File: config.mk
export PLATFORM = sky130hd
export DESIGN_NAME = pcr_card_reader
export DESIGN_NICKNAME = d
export VERILOG_FILES = /design/src/pcr_pkg.sv /design/src/pcr_card_reader.sv
export SDC_FILE = /design/constraint.sdc
export NUM_CORES = 1
export LEC_CHECK = 0
export BUFFER_PORTS_ARGS = -buffer_cell sky130_fd_sc_hd__buf_2
export CAP_MARGIN = 20
export CORE_ASPECT_RATIO = 1.5
export CORE_MARGIN = 2
export CORE_UTILIZATION = 45
export DETAILED_ROUTE_END_ITERATION = 10
export GPL_TIMING_DRIVEN = 1
export PLACE_DENSITY = 0.76
export SETUP_SLACK_MARGIN = 0.02
export SLEW_MARGIN = 30
export SYNTH_ARGS = -nofsm -noshare
export SYNTH_HDL_FRONTEND = slang
export SYNTH_SLANG_ARGS = --single-unit
File: constraint.sdc
create_clock -name pclk -period 3.1 [get_ports pclk]
set_input_delay 0.62 -clock pclk [delete_from_list [all_inputs] [get_ports pclk]]
set_output_delay 0.62 -clock pclk [all_outputs]
set_load 0.02 [all_outputs]
File: src/pcr_pkg.sv
// Contract
// - operator start raises an interrupt request and loads status from reader lines
// - status read returns status word including the ready-to-read flag
// - control write with pick bit picks one card and clears start interrupt
// - each column strobe latches data into the buffer and raises an interrupt
// - status shows data present while the buffered column is untaken
// - data read returns the buffer and clears the column interrupt
// - strobe, interrupt, status and data reads repeat for all 80 columns
// - after the last column the status word shows end of card
// - no card is fed unless the program issues another pick
// - malfunction, hopper empty, stacker full are reported; halt at card end
// - after a halt, resume only after fault gone, clear then start switch
// - keep pace with 1000 cards per minute, 830 on the slower timing
package pcr_pkg;
	// ==========================================================
	// register map (byte addresses)
	localparam logic [7:0] ADDR_STATUS     = 8'h00;
	localparam logic [7:0] ADDR_CONTROL    = 8'h04;
	localparam logic [7:0] ADDR_DATA       = 8'h08;
	localparam logic [7:0] ADDR_IRQ_STATUS = 8'h0c;
	localparam logic [7:0] ADDR_IRQ_CLEAR  = 8'h10;
	localparam logic [7:0] ADDR_IRQ_ENABLE = 8'h14;
	// ==========================================================
	// status word bits
	localparam int ST_READY        = 0;
	localparam int ST_DATA_PRESENT = 1;
	localparam int ST_END_OF_CARD  = 2;
	localparam int ST_MALFUNCTION  = 3;
	localparam int ST_HOPPER_EMPTY = 4;
	localparam int ST_STACKER_FULL = 5;
	localparam int ST_HALTED       = 6;
	localparam int ST_OVERRUN      = 7;
	localparam int ST_BUSY         = 8;
	// control word bits
	localparam int CTL_PICK = 0;
	// event bits, shared by irq status, clear and enable
	localparam int EV_START  = 0;
	localparam int EV_COLUMN = 1;
	localparam int EV_EOC    = 2;
	localparam int EV_FAULT  = 3;
	localparam int EV_W      = 4;
	localparam logic [EV_W-1:0] IRQ_ENABLE_RESET = 4'h0;
	// ==========================================================
	// card geometry and pacing
	localparam int               COL_DATA_W = 12;
	localparam int               COL_CNT_W  = 7;
	localparam logic [COL_CNT_W-1:0] COLUMNS_PER_CARD = 7'h50; // 80 columns
	localparam int CARDS_PER_MIN_60HZ = 1000;
	localparam int CARDS_PER_MIN_50HZ = 830;
	localparam int CLK_HZ             = 10_000_000;
	// fastest column spacing in cycles: one column per strobe, rounded down
	localparam int COL_PERIOD_CYC =
		(CLK_HZ * 60) / (CARDS_PER_MIN_60HZ * 80);
	// reader control states
	typedef enum logic [1:0] {PCR_IDLE, PCR_READY, PCR_READING, PCR_HALTED} pcr_state_t;
endpackage : pcr_pkg

File: src/pcr_card_reader.sv
`timescale 1ns/10ps
`default_nettype none
module pcr_card_reader (
	input  wire logic                              pclk,
	input  wire logic                              presetn,
	input  wire logic                              ce,
	input  wire logic                              psel,
	input  wire logic                              penable,
	input  wire logic                              pwrite,
	input  wire logic [7:0]                        paddr,
	input  wire logic [31:0]                       pwdata,
	output logic      [31:0]                       prdata,
	output logic                                   pready,
	output logic                                   pslverr,
	input  wire logic                              rdr_start_sw,
	input  wire logic                              rdr_clear_sw,
	input  wire logic                              rdr_col_strobe,
	input  wire logic [pcr_pkg::COL_DATA_W-1:0]    rdr_col_data,
	input  wire logic                              rdr_malfunction,
	input  wire logic                              rdr_hopper_empty,
	input  wire logic                              rdr_stacker_full,
	output logic                                   rdr_pick,
	output logic                                   irq
);
	// ==========================================================
	// bus decode
	pcr_pkg::pcr_state_t                  state_q;
	logic [pcr_pkg::COL_DATA_W-1:0]       buf_q;
	logic                                 data_present_q;
	logic                                 overrun_q;
	logic                                 eoc_q;
	logic                                 fault_q;
	logic                                 clear_armed_q;
	logic [pcr_pkg::COL_CNT_W-1:0]        col_cnt_q;
	logic [pcr_pkg::EV_W-1:0]             ev_q;
	logic [pcr_pkg::EV_W-1:0]             ev_en_q;
	logic [31:0]                          status_w;
	logic                                 acc;
	logic                                 wr;
	logic                                 rd;
	logic                                 mapped;
	logic                                 pick_cmd;
	logic                                 data_take;
	logic                                 fault_in;
	logic                                 col_take;
	logic                                 last_col;

	// the access completes on the edge where our registered pready is seen high
	assign acc       = ce & psel & penable & pready;
	assign wr        = acc & pwrite & ~pslverr;
	assign rd        = acc & ~pwrite & ~pslverr;
	assign mapped    = (paddr == pcr_pkg::ADDR_STATUS) | (paddr == pcr_pkg::ADDR_CONTROL)
		| (paddr == pcr_pkg::ADDR_DATA) | (paddr == pcr_pkg::ADDR_IRQ_STATUS)
		| (paddr == pcr_pkg::ADDR_IRQ_CLEAR) | (paddr == pcr_pkg::ADDR_IRQ_ENABLE);
	assign pick_cmd  = wr & (paddr == pcr_pkg::ADDR_CONTROL) & pwdata[pcr_pkg::CTL_PICK];
	assign data_take = rd & (paddr == pcr_pkg::ADDR_DATA);
	assign fault_in  = rdr_malfunction | rdr_hopper_empty | rdr_stacker_full;
	// a strobe is only honoured while a card is moving through the read station
	assign col_take  = ce & rdr_col_strobe & (state_q == pcr_pkg::PCR_READING);
	assign last_col  = col_take & (col_cnt_q == pcr_pkg::COLUMNS_PER_CARD - 7'h01);

	// ==========================================================
	// status word, assembled live from reader lines and control state
	always_comb begin
		status_w = 32'h0;
		status_w[pcr_pkg::ST_READY]        = (state_q == pcr_pkg::PCR_READY);
		status_w[pcr_pkg::ST_DATA_PRESENT] = data_present_q;
		status_w[pcr_pkg::ST_END_OF_CARD]  = eoc_q;
		status_w[pcr_pkg::ST_MALFUNCTION]  = rdr_malfunction;
		status_w[pcr_pkg::ST_HOPPER_EMPTY] = rdr_hopper_empty;
		status_w[pcr_pkg::ST_STACKER_FULL] = rdr_stacker_full;
		status_w[pcr_pkg::ST_HALTED]       = (state_q == pcr_pkg::PCR_HALTED);
		status_w[pcr_pkg::ST_OVERRUN]      = overrun_q;
		status_w[pcr_pkg::ST_BUSY]         = (state_q == pcr_pkg::PCR_READING);
	end

	// ==========================================================
	// apb slave: one wait state, registered answer
	always_ff @(posedge pclk or negedge presetn) begin
		if (!presetn) begin
			pready  <= 1'b0;
			pslverr <= 1'b0;
			prdata  <= 32'h0;
		end else if (ce) begin
			pready  <= psel & penable & ~pready;
			pslverr <= psel & penable & ~pready & ~mapped;
			if (psel & penable & ~pready & ~pwrite) begin
				unique case (paddr)
					pcr_pkg::ADDR_STATUS:     prdata <= status_w;
					pcr_pkg::ADDR_DATA:       prdata <= {20'h0, buf_q};
					pcr_pkg::ADDR_IRQ_STATUS: prdata <= {28'h0, ev_q};
					pcr_pkg::ADDR_IRQ_ENABLE: prdata <= {28'h0, ev_en_q};
					default:                  prdata <= 32'h0; // write-only or unmapped
				endcase
			end
		end
	end

	// ==========================================================
	// reader sequencing
	always_ff @(posedge pclk or negedge presetn) begin
		if (!presetn) begin
			state_q <= pcr_pkg::PCR_IDLE;
		end else if (ce) begin
			unique case (state_q)
				pcr_pkg::PCR_IDLE:
					if (rdr_start_sw & ~fault_in) state_q <= pcr_pkg::PCR_READY;
				pcr_pkg::PCR_READY:
					if (fault_in) state_q <= pcr_pkg::PCR_HALTED;
					else if (pick_cmd) state_q <= pcr_pkg::PCR_READING;
				pcr_pkg::PCR_READING:
					// a fault lets the current card finish, then stops the reader
					if (last_col) state_q <= (fault_q | fault_in)
						? pcr_pkg::PCR_HALTED : pcr_pkg::PCR_READY;
				pcr_pkg::PCR_HALTED:
					if (clear_armed_q & rdr_start_sw & ~fault_in)
						state_q <= pcr_pkg::PCR_READY;
			endcase
		end
	end

	// pick pulse: one cycle, only on command, never on the control's own
	always_ff @(posedge pclk or negedge presetn) begin
		if (!presetn) rdr_pick <= 1'b0;
		else if (ce) rdr_pick <= pick_cmd & (state_q == pcr_pkg::PCR_READY) & ~fault_in;
	end

	// fault latch and clear-switch arming
	always_ff @(posedge pclk or negedge presetn) begin
		if (!presetn) begin
			fault_q       <= 1'b0;
			clear_armed_q <= 1'b0;
		end else if (ce) begin
			if (fault_in) fault_q <= 1'b1;
			else if (state_q != pcr_pkg::PCR_READING) fault_q <= 1'b0;
			// clear only arms once the fault has gone; a new fault disarms it
			if (fault_in | (state_q != pcr_pkg::PCR_HALTED)) clear_armed_q <= 1'b0;
			else if (rdr_clear_sw) clear_armed_q <= 1'b1;
		end
	end

	// ==========================================================
	// column buffer and counting; a single-cycle latch keeps pace only while each column is taken before the next strobe
	always_ff @(posedge pclk or negedge presetn) begin
		if (!presetn) begin
			buf_q          <= '0;
			data_present_q <= 1'b0;
			overrun_q      <= 1'b0;
			col_cnt_q      <= '0;
			eoc_q          <= 1'b0;
		end else if (ce) begin
			if (col_take) buf_q <= rdr_col_data;
			// new column wins over a take in the same cycle
			if (col_take) data_present_q <= 1'b1;
			else if (data_take) data_present_q <= 1'b0;
			if (col_take & data_present_q & ~data_take) overrun_q <= 1'b1;
			else if (pick_cmd) overrun_q <= 1'b0;
			if (pick_cmd & (state_q == pcr_pkg::PCR_READY)) col_cnt_q <= '0;
			else if (col_take) col_cnt_q <= col_cnt_q + 7'h01;
			if (last_col) eoc_q <= 1'b1;
			else if (pick_cmd) eoc_q <= 1'b0;
		end
	end

	// ==========================================================
	// interrupt events: sticky, set wins over clear
	always_ff @(posedge pclk or negedge presetn) begin
		if (!presetn) begin
			ev_q    <= '0;
			ev_en_q <= pcr_pkg::IRQ_ENABLE_RESET;
		end else if (ce) begin
			if (wr & (paddr == pcr_pkg::ADDR_IRQ_ENABLE)) ev_en_q <= pwdata[pcr_pkg::EV_W-1:0];
			ev_q <= (ev_q
				& ~((wr & (paddr == pcr_pkg::ADDR_IRQ_CLEAR)) ? pwdata[pcr_pkg::EV_W-1:0] : 4'h0)
				& ~(pick_cmd ? 4'h1 : 4'h0)
				& ~(data_take ? 4'h2 : 4'h0))
				| {fault_in & ~fault_q, last_col,
				   col_take,
				   (state_q != pcr_pkg::PCR_READY) & rdr_start_sw & ~fault_in
				   & ((state_q == pcr_pkg::PCR_IDLE) | clear_armed_q)};
		end
	end

	// level interrupt from flops
	always_ff @(posedge pclk or negedge presetn) begin
		if (!presetn) irq <= 1'b0;
		else if (ce) irq <= |(ev_q & ev_en_q);
	end

	// ==========================================================
	// checks
	a_pick_only_cmd: assert property (@(posedge pclk) disable iff (!presetn)
		rdr_pick |-> $past(pick_cmd)) else $error("pick without command");
	a_pick_ready: assert property (@(posedge pclk) disable iff (!presetn)
		(ce & pick_cmd & state_q == pcr_pkg::PCR_READY & ~fault_in) |=> rdr_pick)
		else $error("pick command lost");
	a_col_latch: assert property (@(posedge pclk) disable iff (!presetn)
		col_take |=> (buf_q == $past(rdr_col_data)) && data_present_q && ev_q[1])
		else $error("column not latched");
	a_take_clears: assert property (@(posedge pclk) disable iff (!presetn)
		(data_take & ~col_take) |=> ~data_present_q && ~ev_q[1])
		else $error("data read did not clear");
	a_eoc_count: assert property (@(posedge pclk) disable iff (!presetn)
		last_col |=> eoc_q && col_cnt_q == pcr_pkg::COLUMNS_PER_CARD)
		else $error("end of card not shown after 80 columns");
	a_halt_fault: assert property (@(posedge pclk) disable iff (!presetn)
		(last_col & (fault_q | fault_in)) |=> state_q == pcr_pkg::PCR_HALTED)
		else $error("no halt at card end on fault");
	a_halt_hold: assert property (@(posedge pclk) disable iff (!presetn)
		(state_q == pcr_pkg::PCR_HALTED & ~clear_armed_q) |=> state_q == pcr_pkg::PCR_HALTED)
		else $error("resumed without clear");
	a_start_irq: assert property (@(posedge pclk) disable iff (!presetn)
		(ce & state_q == pcr_pkg::PCR_IDLE & rdr_start_sw & ~fault_in)
		|=> ev_q[0] && state_q == pcr_pkg::PCR_READY) else $error("start not flagged");
	a_irq_level: assert property (@(posedge pclk) disable iff (!presetn)
		(ce & |(ev_q & ev_en_q)) |=> irq) else $error("irq not raised");
	c_full_card: cover property (@(posedge pclk) disable iff (!presetn) last_col);
	c_halt: cover property (@(posedge pclk) disable iff (!presetn)
		state_q == pcr_pkg::PCR_HALTED ##[1:1000] state_q == pcr_pkg::PCR_READY);
	c_overrun: cover property (@(posedge pclk) disable iff (!presetn) $rose(overrun_q));
	c_column_taken: cover property (@(posedge pclk) disable iff (!presetn) data_take);

	// ==========================================================
	// further checks on the bus answer and the card sequence
	// the answer must come exactly one cycle into the access phase
	a_bus_answer: assert property (@(posedge pclk) disable iff (!presetn)
		(ce & psel & penable & ~pready) |=> pready)
		else $error("bus answer missing");
	// a clean card end returns to ready and feeds no card in the next cycle
	a_eoc_ready: assert property (@(posedge pclk) disable iff (!presetn)
		(last_col & ~fault_q & ~fault_in) |=> state_q == pcr_pkg::PCR_READY && ~rdr_pick)
		else $error("card end did not return to ready");
	// the column counter may never run past one card
	a_count_bound: assert property (@(posedge pclk) disable iff (!presetn)
		col_cnt_q <= pcr_pkg::COLUMNS_PER_CARD)
		else $error("column count beyond card");
	// a column landing on an untaken one must be flagged, the older is lost
	a_overrun_flag: assert property (@(posedge pclk) disable iff (!presetn)
		(col_take & data_present_q & ~data_take) |=> overrun_q)
		else $error("overrun not flagged");
endmodule : pcr_card_reader
`default_nettype wire

; ---- Yosys cells after proc, flatten, opt, wreduce, memory -nomap -nowiden
; Cells that the tools add are included.
[word_totals]
mem_bits_rw = 0
latchBits = 0
in_bits = 64
ff_bits = 70
output_inout_bits = 36
romBits = 0
n_memories = 0
[classes]
multipliers = 0
bitwise_logic = 55
magnitude_cmp = 0
n_eq_ne = 16
mux = 22
shifts = 0
n_reduce_logical = 19
div_mod_pow = 0
add_sub_neg = 1
[ops]
columns = cell, n
row1 = $pmux W12 S4, 1
row2 = $and A1 B1 Y1, 30
row3 = $reduce_and A2 Y1, 9
row4 = $and A4 B4 Y4, 4
row5 = $eq A8 B4 Y1 const B, 2
row6 = $eq A8 B5 Y1 const B, 2
row7 = $mux W2, 7
row8 = $mux W7, 2
row9 = $reduce_bool A2 Y1, 6
row10 = $mux W1, 10
row11 = $or A1 B1 Y1, 10
row12 = $eq A8 B3 Y1 const B, 1
row13 = $logic_not A8 Y1, 1
row14 = $pmux W2 S4, 1
row15 = $add A7 B1 Y7 const B, 1
row16 = $eq A7 B7 Y1 const B, 1
row17 = $not A1 Y1, 7
row18 = $ne A2 B1 Y1 const B, 3
row19 = $ne A2 B2 Y1 const B, 3
row20 = $reduce_and A5 Y1, 1
row21 = $eq A2 B2 Y1 const B, 2
row22 = $mux W4, 1
row23 = $not A1 Y4, 1
row24 = $not A2 Y4, 1
row25 = other kinds (6), 6

; ---- Longest topological paths before layout
; Gate-level depths: netlist of the first run.
[depth]
depth_word = 12
depth_mapped = 8
depth_no_buf = 7

; ---- Least setup slack after synthesis of the first run
; No wires, ideal clock.
[synth_path]
path_kind = input-to-reg
start = in paddr[0]
end = reg state_q[1]
t_required_ns = 3.021
stages = 5
arrival_ns = 2.154
setup_slack_ns = 0.867
setup_time_ns = 0.079
cell_sequence = or4_4 > nor4_4 > nand4b_4 > a221oi_2 > mux2i_1
[synth_via]
elab_chain_cells = 5
[synth_lines]
columns = element, line_no
row1 = from (decl), pcr_card_reader.sv:10  ; input wire logic [7:0] paddr,
row2 = $eq A8 B3 Y1, pcr_card_reader.sv:55  ; assign pick_cmd = wr & (paddr == pcr_pkg::ADDR_CONTROL) & pwdata[pcr_pkg::CTL_PICK];
row3 = $and A1 B1 Y1 (2 in series), pcr_card_reader.sv:55
row4 = $ne A3 B1 Y1 (no line), --
row5 = $reduce_and A5 Y1 (no line), --
row6 = to (signal assigned), pcr_card_reader.sv:103  ; state_q <= pcr_pkg::PCR_IDLE;
row7 = to (signal assigned), pcr_card_reader.sv:107  ; if (rdr_start_sw & ~fault_in) state_q <= pcr_pkg::PCR_READY;
row8 = to (signal assigned), pcr_card_reader.sv:109  ; if (fault_in) state_q <= pcr_pkg::PCR_HALTED;
row9 = to (decl), pcr_card_reader.sv:27  ; pcr_pkg::pcr_state_t state_q;
; Every way passes these cells.
; A chain may end at the register's enable or synchronous reset.

; ---- Final worst setup path of the first run
[layout_path]
start = in paddr[0]
end = reg col_cnt_q[0] (netlist bit)
[layout_via]
elab_chain_cells = 6
elab_cells_between_ends = 7
classes_between = eq/ne: 1 / mux: 1 / bitwise: 3 / reduce/logical: 2
[layout_lines]
columns = element, line_no
row1 = $eq A8 B3 Y1 *, pcr_card_reader.sv:55
row2 = $and A1 B1 Y1 * (2 in series), pcr_card_reader.sv:55
row3 = $and A1 B1 Y1 *, pcr_card_reader.sv:158  ; if (pick_cmd & (state_q == pcr_pkg::PCR_READY)) col_cnt_q <= '0;
row4 = $reduce_bool A2 Y1 (no line), --
row5 = $reduce_and A2 Y1 (no line), --
row6 = to (signal assigned), pcr_card_reader.sv:159  ; else if (col_take) col_cnt_q <= col_cnt_q + 7'h01;
row7 = to (decl), pcr_card_reader.sv:34  ; logic [pcr_pkg::COL_CNT_W-1:0] col_cnt_q;
; Every way passes the cells marked *; elsewhere a longest branch is shown, timed or not.

==> impl_results.md, run 1 <==
- Final setup fails: 0
- CTS clock-pin slew for the worst setup and hold paths: 0.10 ns
- Nets: 370
- Vias per inst: 5.22
- Max Clock Freq: 455 MHz
- Crit-path leading delay family: simple AND/OR/NAND/NOR gates
- Combinational Power Share: 0.146
- Synth Area per Inst: 10.5 sq um
- Post-DRT Antenna Nets: 0
- Ys Warns: 0
- Maxcap violations: 0
- RSZ-0062 raised after global routing: false
- Seq/Total Area, Yosys: 0.487
- Synthesis-to-finish area growth: 16.0%
- Slowest-stage cell, CP: or4_4
- Cts hold-fix bufs: 0
- Synthesized area: 2570 sq um
- First-pass GRT wire length: 8630 um
- Worst r2r src: state_q[0]
- Critical Path AT: 2.38 ns
- Clock skew: 0.0123 ns
- Initial antenna violation count: 0
- Kind of critical path: input port to register
- Detailed Routing Iterations Pass 1: 4
- Die area: 6350 sq um
- Sequential cell area: 1250 sq um
- Layout cells sized above 1: 0.301
- CTS Root Cell: clkbuf_8
- FF-to-FF End: state_q[0]
- CP Capture Type: register
- Placed insts: 364
- Status: complete, no violations
- Drt wl/cell: 14.2 um
- Mapped Cells: 246
- Tcrit/Tclk final: 0.709
- Setup TNS Final: 0 ns
- CP bufs+invs: 1
- Min Clock Period, post-route: 2.20 ns
- Fillers: 503
- Yosys cell types: 44
- Initial DRC Count: 57
- CTS H-tree depth: 2
- Effective utilization at floorplan: 0.468
- Ant. Diodes: 0
- Power density over cell area: 514 nW/um^2
- Final Hold Viols: 0
- Power share of the clock group: 0.354
- Worst min path class: input port to asynchronous set/reset pin
- Crit path launch type: input port
- Area of the multi-input gates: 1190 sq um
- I/O pin cnt: 100
- Number of global-route vias before repair: 1917
- Overall global routing resource usage: 0.177
- Pin count of the biggest net entering global routing: 24
- CTS tree: done
- CP Cell Sequence: buf_2, or4_4, nor4_4, nand4b_4, nor2_1, o2bb2ai_1
- Worst Path Max Fanout: 7
- WP data required: 3.28 ns
- Sequential Power Share: 0.500
- # DRC: 0
- Die Height: 96.6 um
- TritonCTS Buffers: 5
- GR Overflow Total: 0
- Core Region: 5490 sq um
- Slowest stage delay, CP: 0.55 ns
- Hold WS: 0.268 ns
- GP Congestion: 0.803
- DP HPWL: 4110 um
- Latest clock arrival within the worst-skew pair: 0.31 ns
- Worst reg2reg path depth: 7
- TritonCTS sink count: 50
- Net switching power: 395 uW
- Via count: 1943
- Pwr Total: 1530 uW
- Cts repair resizes: 0
- Pleak: 0.00142 uW
- Seq cells post-synth: 50
- Routed WL: 5290 um
- Maximum vdd drop: 344 uV
- R2R setup slack: 0.97 ns
- CP Depth: 6
- Die Wd: 65.7 um
- Fin cells: 372
- Rows: 33
- Count of pins over their slew limit: 0
- Post-CTS Repair Setup Buffers: 0
- Longest Clk Path Bufs: 2
- Switching Share: 0.258
- Critical path launch point: paddr[0]
- I/O Buffers: 51
- P_int: 1140 uW
-- synth_stat cells, drive strengths merged --
library cell / n / share of area
o2111ai: 1 / 0.0034
nand2: 29 / 0.042
a31o: 1 / 0.0034
a2bb2oi: 1 / 0.0034
a22o: 3 / 0.010
o21ai: 14 / 0.027
o2bb2ai: 5 / 0.017
clkbuf: 5 / 0.0073
a22oi: 2 / 0.0058
o21a: 1 / 0.0029
nor2b: 3 / 0.0073
ha: 5 / 0.024
nor2: 16 / 0.023
conb: 1 / 0.0015
a221oi: 1 / 0.0058
mux2i: 6 / 0.023
xnor2: 3 / 0.010
nand4b: 3 / 0.016
nand4: 2 / 0.0049
clkinv: 1 / 0.0015
xor2: 3 / 0.010
and3b: 1 / 0.0039
or2: 1 / 0.0024
nand3b: 1 / 0.0029
or4: 2 / 0.0073
nor4: 2 / 0.011
dfrtp: 50 / 0.49
a31oi: 5 / 0.012
a21oi: 13 / 0.025
a21boi: 1 / 0.0029
nand2b: 2 / 0.0049
nor3: 2 / 0.0039
buf: 22 / 0.062
inv: 4 / 0.0058
or3: 2 / 0.0049
nor4b: 1 / 0.0034
nand3: 10 / 0.019
mux2: 20 / 0.088
and3: 1 / 0.0024
-- placed cells by master (no fill, tap or decap), drive strengths merged, types with 4 or more instances in the layout --
cell and instances:
mux2i 6, conb 20, nand2 29, mux2 20
dfrtp 50, buf 56, ha 5, clkbuf 5
a31oi 5, o21ai 14, inv 4, nand3 10
a21oi 13, nor2 16, o2bb2ai 5
-- cell type report --
type                            count  share of cell area
Sequential cell                    50               0.419
Multi-Input combinational cell    183               0.401
Timing Repair Buffer               56              0.0982
Tap cell                           70              0.0294
Clock buffer                        5              0.0231
Clock inverter                      3              0.0231
Inverter                            5             0.00629
-- layer usage --
metal	global-route usage	up-vias	share of wire	wire, um
met3	0.0232	7	0.043	225
met5	0	-	0	0
met1	0.204	933	0.40	2090
met4	0.0781	0	0.026	137
met2	0.322	64	0.54	2830
li1	-	939	-	-
-- power groups by stage --
| stage | Combinational, uW | Sequential, uW | Clock (uW) |
|---|---|---|---|
| 2_1_floorplan | 169 | 770 | 0 |
| 3_3_place_gp | 218 | 775 | 0 |
| 3_5_place_dp | 224 | 778 | 0 |
| 4_1_cts | 226 | 765 | 553 |
| 5_1_grt | 254 | 772 | 570 |
| 6_report | 224 | 765 | 543 |
-- through the flow --
stage	instance area (sq um)	util	setup slack, ns
finish	2980	0.543	0.901
global route	2980	0.543	0.707
CTS	2980	0.543	0.859
detailed placement	2850	0.518	0.524
global placement	2850	0.518	0.582
floorplan	2640	-	0.867
-- cell families (layout without fill, tap and decap cells) --
| group | Yosys count | in the layout | share of synthesized area |
|---|---|---|---|
| and+or+nand+nor | 78 | 78 | 0.160 |
| DFF | 50 | 50 | 0.487 |
| AOI/OAI and AO/OA | 48 | 48 | 0.120 |
| buffers and inverters | 32 | 69 | 0.0764 |
| muxes | 26 | 26 | 0.111 |
| xor gates and xnor gates | 6 | 6 | 0.0204 |
| adders and majority gates | 5 | 5 | 0.0243 |
| other | 1 | 20 | 0.00146 |
-- sequential cells by signal, summed over array words and instances, names as in the netlist --
signal	flops
ev_q	4
eoc_q	1
buf_q	12
rdr_pick	1
data_present_q	1
col_cnt_q	7
pslverr	1
clear_armed_q	1
overrun_q	1
state_q	2
ev_en_q	4
irq	1
pready	1
fault_q	1
prdata	12
-- how the worst max path moves through the flow --
stage                         to  slack (ns)
global placement    col_cnt_q[0]        0.58
floorplan             state_q[1]        0.87
global route          state_q[1]        0.71
CTS                 col_cnt_q[0]        0.86
finish              col_cnt_q[0]        0.90
detailed placement  col_cnt_q[0]        0.52
Note: power is estimated with default switching activity, not from simulation.
==> inputs of run 2 (changes only) <==
- CORE_UTILIZATION: 45 -> 44
- PLACE_DENSITY: 0.76 -> 0.77
- clock period: 3.1 -> 1.9 ns (I/O delays scaled with it)
==> run 2 against run 1 <==
Hold slack gained 0.0082 ns. Routed wire length is 2.8% higher. Combinational power grew 70%. Die area grew 2.2%. Sequential share of layout area decreased by 1.2 points. Non-clock buffer count rose by 12. Global-route usage rose by 0.33 points. Final cell count grew 3.8%.
==> impl_results.md, run 2 (synthesis gave the netlist of run 1 again) <==
- Top flop regs: buf_q: 12 flops, prdata: 12 flops, col_cnt_q: 7 flops (unchanged)
- Power density over cell area: 738 nW/um^2 (was 514 nW/um^2)
- Combinational Power Share: 0.168 (was 0.146)
- Pleak: 0.00146 uW (was 0.00142 uW)
- Tcrit/Tclk final: 0.948
- Rows: 34 (was 33)
- Worst Path Max Fanout: 3 (was 7)
- Maximum vdd drop: 567 uV (was 344 uV)
- Latest clock arrival within the worst-skew pair: 0.30 ns (was 0.31 ns)
- TritonCTS Buffers: 5 (unchanged)
- Vias per inst: 5.15 (was 5.22)
- Final core utilization: 0.535 (was 0.543)
- I/O pin cnt: 100 (unchanged)
- Fin cells: 386 (was 372)
- Min Clock Period, post-route: 1.80 ns
- Slowest-stage cell, CP: or4_4 (unchanged)
- Initial antenna violation count: 0 (unchanged)
- Layout cells sized above 1: 0.334 (was 0.301)
- Most frequent cells in the layout: buf_2 (51), dfrtp_1 (50), nand2_1 (29) (unchanged)
- Die Wd: 66.4 um (was 65.7 um)
- Critical Path AT: 2.02 ns (was 2.38 ns)
- Number of global-route vias before repair: 1947 (was 1917)
- Final Hold Viols: 0 (unchanged)
- Die area: 6480 sq um (was 6350 sq um)
- Longest Clk Path Bufs: 2 (unchanged)
- Clock skew: 0.00370 ns (was 0.0123 ns)
- Post-DRT Antenna Nets: 0 (unchanged)
- P_int: 1630 uW (was 1140 uW)
- Maxcap violations: 0 (unchanged)
- CTS tree: done (unchanged)
- Pin count of the biggest net entering global routing: 24 (unchanged)
- CTS H-tree depth: 2 (unchanged)
- WP data required: 2.12 ns (was 3.28 ns)
- Count of pins over their slew limit: 0 (unchanged)
- Effective utilization at floorplan: 0.448 (was 0.468)
- CP Capture Type: register (unchanged)
- Final setup fails: 0 (unchanged)
- Overall global routing resource usage: 0.180 (was 0.177)
- Max Clock Freq: 555 MHz
- CP bufs+invs: 1 (unchanged)
- Core Region: 5740 sq um (was 5490 sq um)
- TritonCTS sink count: 50 (unchanged)
- GP Congestion: 0.815 (was 0.803)
- DP HPWL: 4200 um (was 4110 um)
- Switching Share: 0.280 (was 0.258)
- Die Height: 97.6 um (was 96.6 um)
- Net switching power: 635 uW (was 395 uW)
- Fillers: 535 (was 503)
- Slowest stage delay, CP: 0.56 ns (was 0.55 ns)
- Crit path launch type: input port (unchanged)
- Via count: 1988 (was 1943)
- RSZ-0062 raised after global routing: true (was false)
- Placed insts: 376 (was 364)
- Initial DRC Count: 110 (was 57)
- Sequential Power Share: 0.550 (was 0.500)
- Status: complete, no violations (unchanged)
- Drt wl/cell: 14.1 um (was 14.2 um)
- Synthesis-to-finish area growth: 19.5% (was 16.0%)
- CTS clock-pin slew for the worst setup and hold paths: 0.09 ns (was 0.10 ns)
- Most common cell after layout, fill and taps aside: buf_2 (unchanged)
- # DRC: 0 (unchanged)
- CTS Root Cell: clkbuf_8 (unchanged)
- Power share of the clock group: 0.282 (was 0.354)
- Crit-path leading delay family: simple AND/OR/NAND/NOR gates (unchanged)
- Routed WL: 5440 um (was 5290 um)
- I/O Buffers: 51 (unchanged)
- Detailed Routing Iterations Pass 1: 4 (unchanged)
- CP Cell Sequence: buf_2, or4_4, nor4_4, nand4b_4, a221oi_4, a2bb2oi_1 (was buf_2, or4_4, nor4_4, nand4b_4, nor2_1, o2bb2ai_1)
- Ant. Diodes: 0 (unchanged)
- GR Overflow Total: 0 (unchanged)
- Worst min path class: input port to register (was input port to asynchronous set/reset pin)
- Kind of critical path: input port to register (unchanged)
- Nets: 382 (was 370)
- First-pass GRT wire length: 9010 um (was 8630 um)
[run 2: path summary, 6_finish.rpt]
kind	start	endpoint	depth (start not counted)	slack (ns)
setup / recovery	paddr[0]	state_q[0]	6	0.1
hold / removal	pwdata[2]	ev_q[2]	2	0.28
max in group asynchronous	presetn	eoc_q	3	0.84
setup reg to reg	pslverr	state_q[0]	5	0.11
min in group asynchronous	presetn	buf_q[4]	2	0.53
hold reg to reg	prdata[4]	prdata[4]	2	0.48
[run 2: per-layer routing]
metal  global-route usage  part of all wire  up-vias
met2                0.312              0.54       54
met4               0.0863             0.032        0
li1                     -                 -      967
met5                    0                 0        -
met3               0.0278             0.038       12
met1                0.210              0.39      955
[run 2: area by class of cell]
cell class,count,area (sq um),share of cell area
flip-flops and latches,50,1250,0.407
multi-input cells,183,1220,0.397
repair buffers,68,398,0.129
well taps,72,90.1,0.0293
clock buffers,6,82.6,0.0269
inverters,5,18.8,0.00611
clock inverters,2,12.5,0.00407
[run 2: metrics by stage]
| stage | total power [uW] | hold WS, ns | TNS, ns | cell area [sq um] | setup slack (ns) |
|---|---|---|---|---|---|
| after CTS | 2280 | 0.276 | 0 | 3070 | 0.00213 |
| after detailed placement | 1650 | 0.309 | -5.72 | 2940 | -0.327 |
| after floorplan | 1530 | 0.0844 | -0.254 | 2650 | -0.0909 |
| after global routing | 2400 | 0.276 | 0 | 3070 | 0.0174 |
| final | 2270 | 0.276 | 0 | 3070 | 0.0994 |
| after global placement | 1630 | 0.302 | -4.86 | 2940 | -0.303 |
[run 2: timing repair]
item / CTS / global route
hold buffers: 1 / 0
gates resized for setup: 1 / 1
hold endpoints to repair: 13 / 0
setup endpoints to repair: 6 / 14
setup buffers: 1 / 0
pin swaps: 1 / 1
[run 2: power by group through the flow]
| stage | registers (uW) | logic (uW) | clock network (uW) |
|---|---|---|---|
| final | 1250 | 381 | 638 |
| after global routing | 1260 | 431 | 708 |
| after CTS | 1250 | 384 | 653 |
| after detailed placement | 1270 | 378 | 0 |
| after global placement | 1260 | 369 | 0 |
| after floorplan | 1260 | 277 | 0 |
==> inputs of run 3 (changes only) <==
- CELL_PAD_IN_SITES_DETAIL_PLACEMENT: default -> 0
- CELL_PAD_IN_SITES_GLOBAL_PLACEMENT: default -> 2
- CORE_UTILIZATION: 44 -> 26
- PLACE_DENSITY: 0.77 -> 0.76
==> run 3 against run 2 <==
Maximum frequency down 5.1%. Combinational power about the same. Sequential power about the same. Critical path type unchanged. Critical endpoint is now state_q[1]. Largest power group unchanged.
==> impl_results.md, run 3 (synthesis gave the netlist of run 1 again) <==
- Most frequent cells in the layout: buf_2 (51), dfrtp_1 (50), nand2_1 (29) (unchanged)
- CP Capture Type: register (unchanged)
- Net switching power: 687 uW (was 635 uW)
- RSZ-0062 raised after global routing: true (unchanged)
- Post-route cell area: 3180 sq um (was 3070 sq um)
- Area of the multi-input gates: 1210 sq um (was 1220 sq um)
- DP HPWL: 4950 um (was 4200 um)
- Count of pins over their slew limit: 0 (unchanged)
- Switching Share: 0.270 (was 0.280)
- Drt wl/cell: 14.5 um (was 14.1 um)
- I/O Buffers: 51 (unchanged)
- WP data required: 2.12 ns (about the same)
- Latest clock arrival within the worst-skew pair: 0.30 ns (about the same)
- Nets: 385 (was 382)
- Min Clock Period, post-route: 1.90 ns (was 1.80 ns)
- Worst min path class: input port to asynchronous set/reset pin (was input port to register)
- Clock skew: 0.00613 ns (was 0.00370 ns)
- Synthesis-to-finish area growth: 23.6% (was 19.5%)
- Core Region: 9630 sq um (was 5740 sq um)
- Pin count of the biggest net entering global routing: 22 (was 24)
- Die Height: 126 um (was 97.6 um)
- Number of global-route vias before repair: 2008 (was 1947)
- Critical Path AT: 2.12 ns (was 2.02 ns)
- Top flop regs: buf_q: 12 flops, prdata: 12 flops, col_cnt_q: 7 flops (unchanged)
- Hold WS: 0.0431 ns (was 0.276 ns)
- Worst r2r src: state_q[0] (was pslverr)
- Initial DRC Count: 48 (was 110)
- Routed WL: 6270 um (was 5440 um)
- Worst reg2reg path depth: 7 (was 5)
- GP Congestion: 0.796 (was 0.815)
- Area post-placement: 3010 sq um (was 2940 sq um)
- Crit path launch type: input port (unchanged)
- Pleak: 0.00150 uW (was 0.00146 uW)
- Die Wd: 85.2 um (was 66.4 um)
- Via count: 1993 (was 1988)
- Power share of the clock group: 0.360 (was 0.282)
- Slowest-stage cell, CP: or4_4 (unchanged)
- Sequential cell area: 1250 sq um (unchanged)
- GR Overflow Total: 0 (unchanged)
- Post-DRT Antenna Nets: 0 (unchanged)
- Slowest stage delay, CP: 0.56 ns (about the same)
- I/O pin cnt: 100 (unchanged)
- First-pass GRT wire length: 10200 um (was 9010 um)
- Power density over cell area: 802 nW/um^2 (was 738 nW/um^2)
- Worst Path Max Fanout: 3 (unchanged)
- Fillers: 967 (was 535)
- TritonCTS Buffers: 5 (unchanged)
- Place WS: -0.314 ns (was -0.327 ns)
- TritonCTS sink count: 50 (unchanged)
- CTS tree: done (unchanged)
- Final setup fails: 0 (unchanged)
- Final setup margin: 0.00283 ns (was 0.0994 ns)
- Maximum vdd drop: 504 uV (was 567 uV)
- Tcrit/Tclk final: 0.999 (was 0.948)
- CTS clock-pin slew for the worst setup and hold paths: 0.07 ns (was 0.09 ns)
- Initial antenna violation count: 0 (unchanged)
- Overall global routing resource usage: 0.121 (was 0.180)
- Rows: 44 (was 34)
- Placed insts: 423 (was 376)
- Maxcap violations: 0 (unchanged)
- Most common cell after layout, fill and taps aside: buf_2 (unchanged)
- Max Clock Freq: 527 MHz (was 555 MHz)
- Fin cells: 432 (was 386)
- CP Cell Sequence: buf_2, or4_4, nor4_4, nand4b_4, a221oi_2, mux2i_1 (was buf_2, or4_4, nor4_4, nand4b_4, a221oi_4, a2bb2oi_1)
- Final Hold Viols: 0 (unchanged)
- R2R setup slack: 0.14 ns (was 0.11 ns)
- Sequential Power Share: 0.491 (was 0.550)
- Die area: 10700 sq um (was 6480 sq um)
- # DRC: 0 (unchanged)
- Ant. Diodes: 0 (unchanged)
- FF-to-FF End: state_q[1] (was state_q[0])
- CTS H-tree depth: 2 (unchanged)
- Status: complete, no violations (unchanged)
- P_int: 1860 uW (was 1630 uW)
- Kind of critical path: input port to register (unchanged)
- Effective utilization at floorplan: 0.267 (was 0.448)
- Layout cells sized above 1: 0.341 (was 0.334)
- Longest Clk Path Bufs: 2 (unchanged)
- Detailed Routing Iterations Pass 1: 4 (unchanged)
- CTS Root Cell: clkbuf_16 (was clkbuf_8)
- Cts hold-fix bufs: 0 (was 1)
- Combinational Power Share: 0.148 (was 0.168)
- Vias per inst: 4.61 (was 5.15)
[run 3: cell count changes in the layout (fill, tap and decap cells not counted), sizes merged]
| cell | delta |
|---|---|
| buf | +4 |
| dlygate4sd3 | -1 |
[run 3: layout make-up]
| cell class | count | area share |
|---|---|---|
| Sequential cell | 50 | 0.394 |
| Clock buffer | 6 | 0.0437 |
| Clock inverter | 2 | 0.00394 |
| Inverter | 5 | 0.00591 |
| Tap cell | 115 | 0.0453 |
| Multi-Input combinational cell | 183 | 0.380 |
| Timing Repair Buffer | 71 | 0.128 |
[run 3: timing repair]
item,in CTS,in global routing
setup buffers,1,0
endpoints found under the setup margin,5,9
gates resized for setup,1,0
[run 3: worst max-delay path: cells and delay by family]
| kind | cells | cell delay [ns] |
|---|---|---|
| buffers and inverters | 1 | 0.10 |
| muxes | 1 | 0.22 |
| and+or+nand+nor | 3 | 1.08 |
| AOI/OAI and AO/OA | 1 | 0.34 |
[run 3: per-layer routing]
layer	vias up	global-route usage	part of all wire
met5	-	0	0
met4	0	0.0458	0.019
met3	10	0.0288	0.045
met2	53	0.219	0.54
met1	958	0.136	0.40
li1	972	-	-
[run 3: metrics by stage]
stage / TNS, ns / total power, uW / util
after global routing: -0.430 / 2690 / 0.330
after floorplan: -0.254 / 1530 / -
after detailed placement: -6.38 / 1660 / 0.313
after CTS: -0.00521 / 2580 / 0.330
after global placement: -6.16 / 1650 / 0.313
final: 0 / 2550 / 0.330
[run 3: power by group through the flow]
stage          Clock [uW]  Sequential [uW]  Combinational [uW]
5_1_grt               990             1270                 428
3_5_place_dp            0             1270                 384
4_1_cts               945             1250                 386
6_report              918             1250                 378
3_3_place_gp            0             1270                 377
2_1_floorplan           0             1260                 277
[run 3: worst max path at each step]
stage / to / from / cells past startpoint
after floorplan: state_q[1] / paddr[0] / 5
after global placement: ev_en_q[1] / paddr[0] / 6
after detailed placement: state_q[1] / paddr[0] / 6
after CTS: state_q[1] / paddr[0] / 6
after global routing: state_q[1] / paddr[0] / 6
final: state_q[1] / paddr[0] / 6
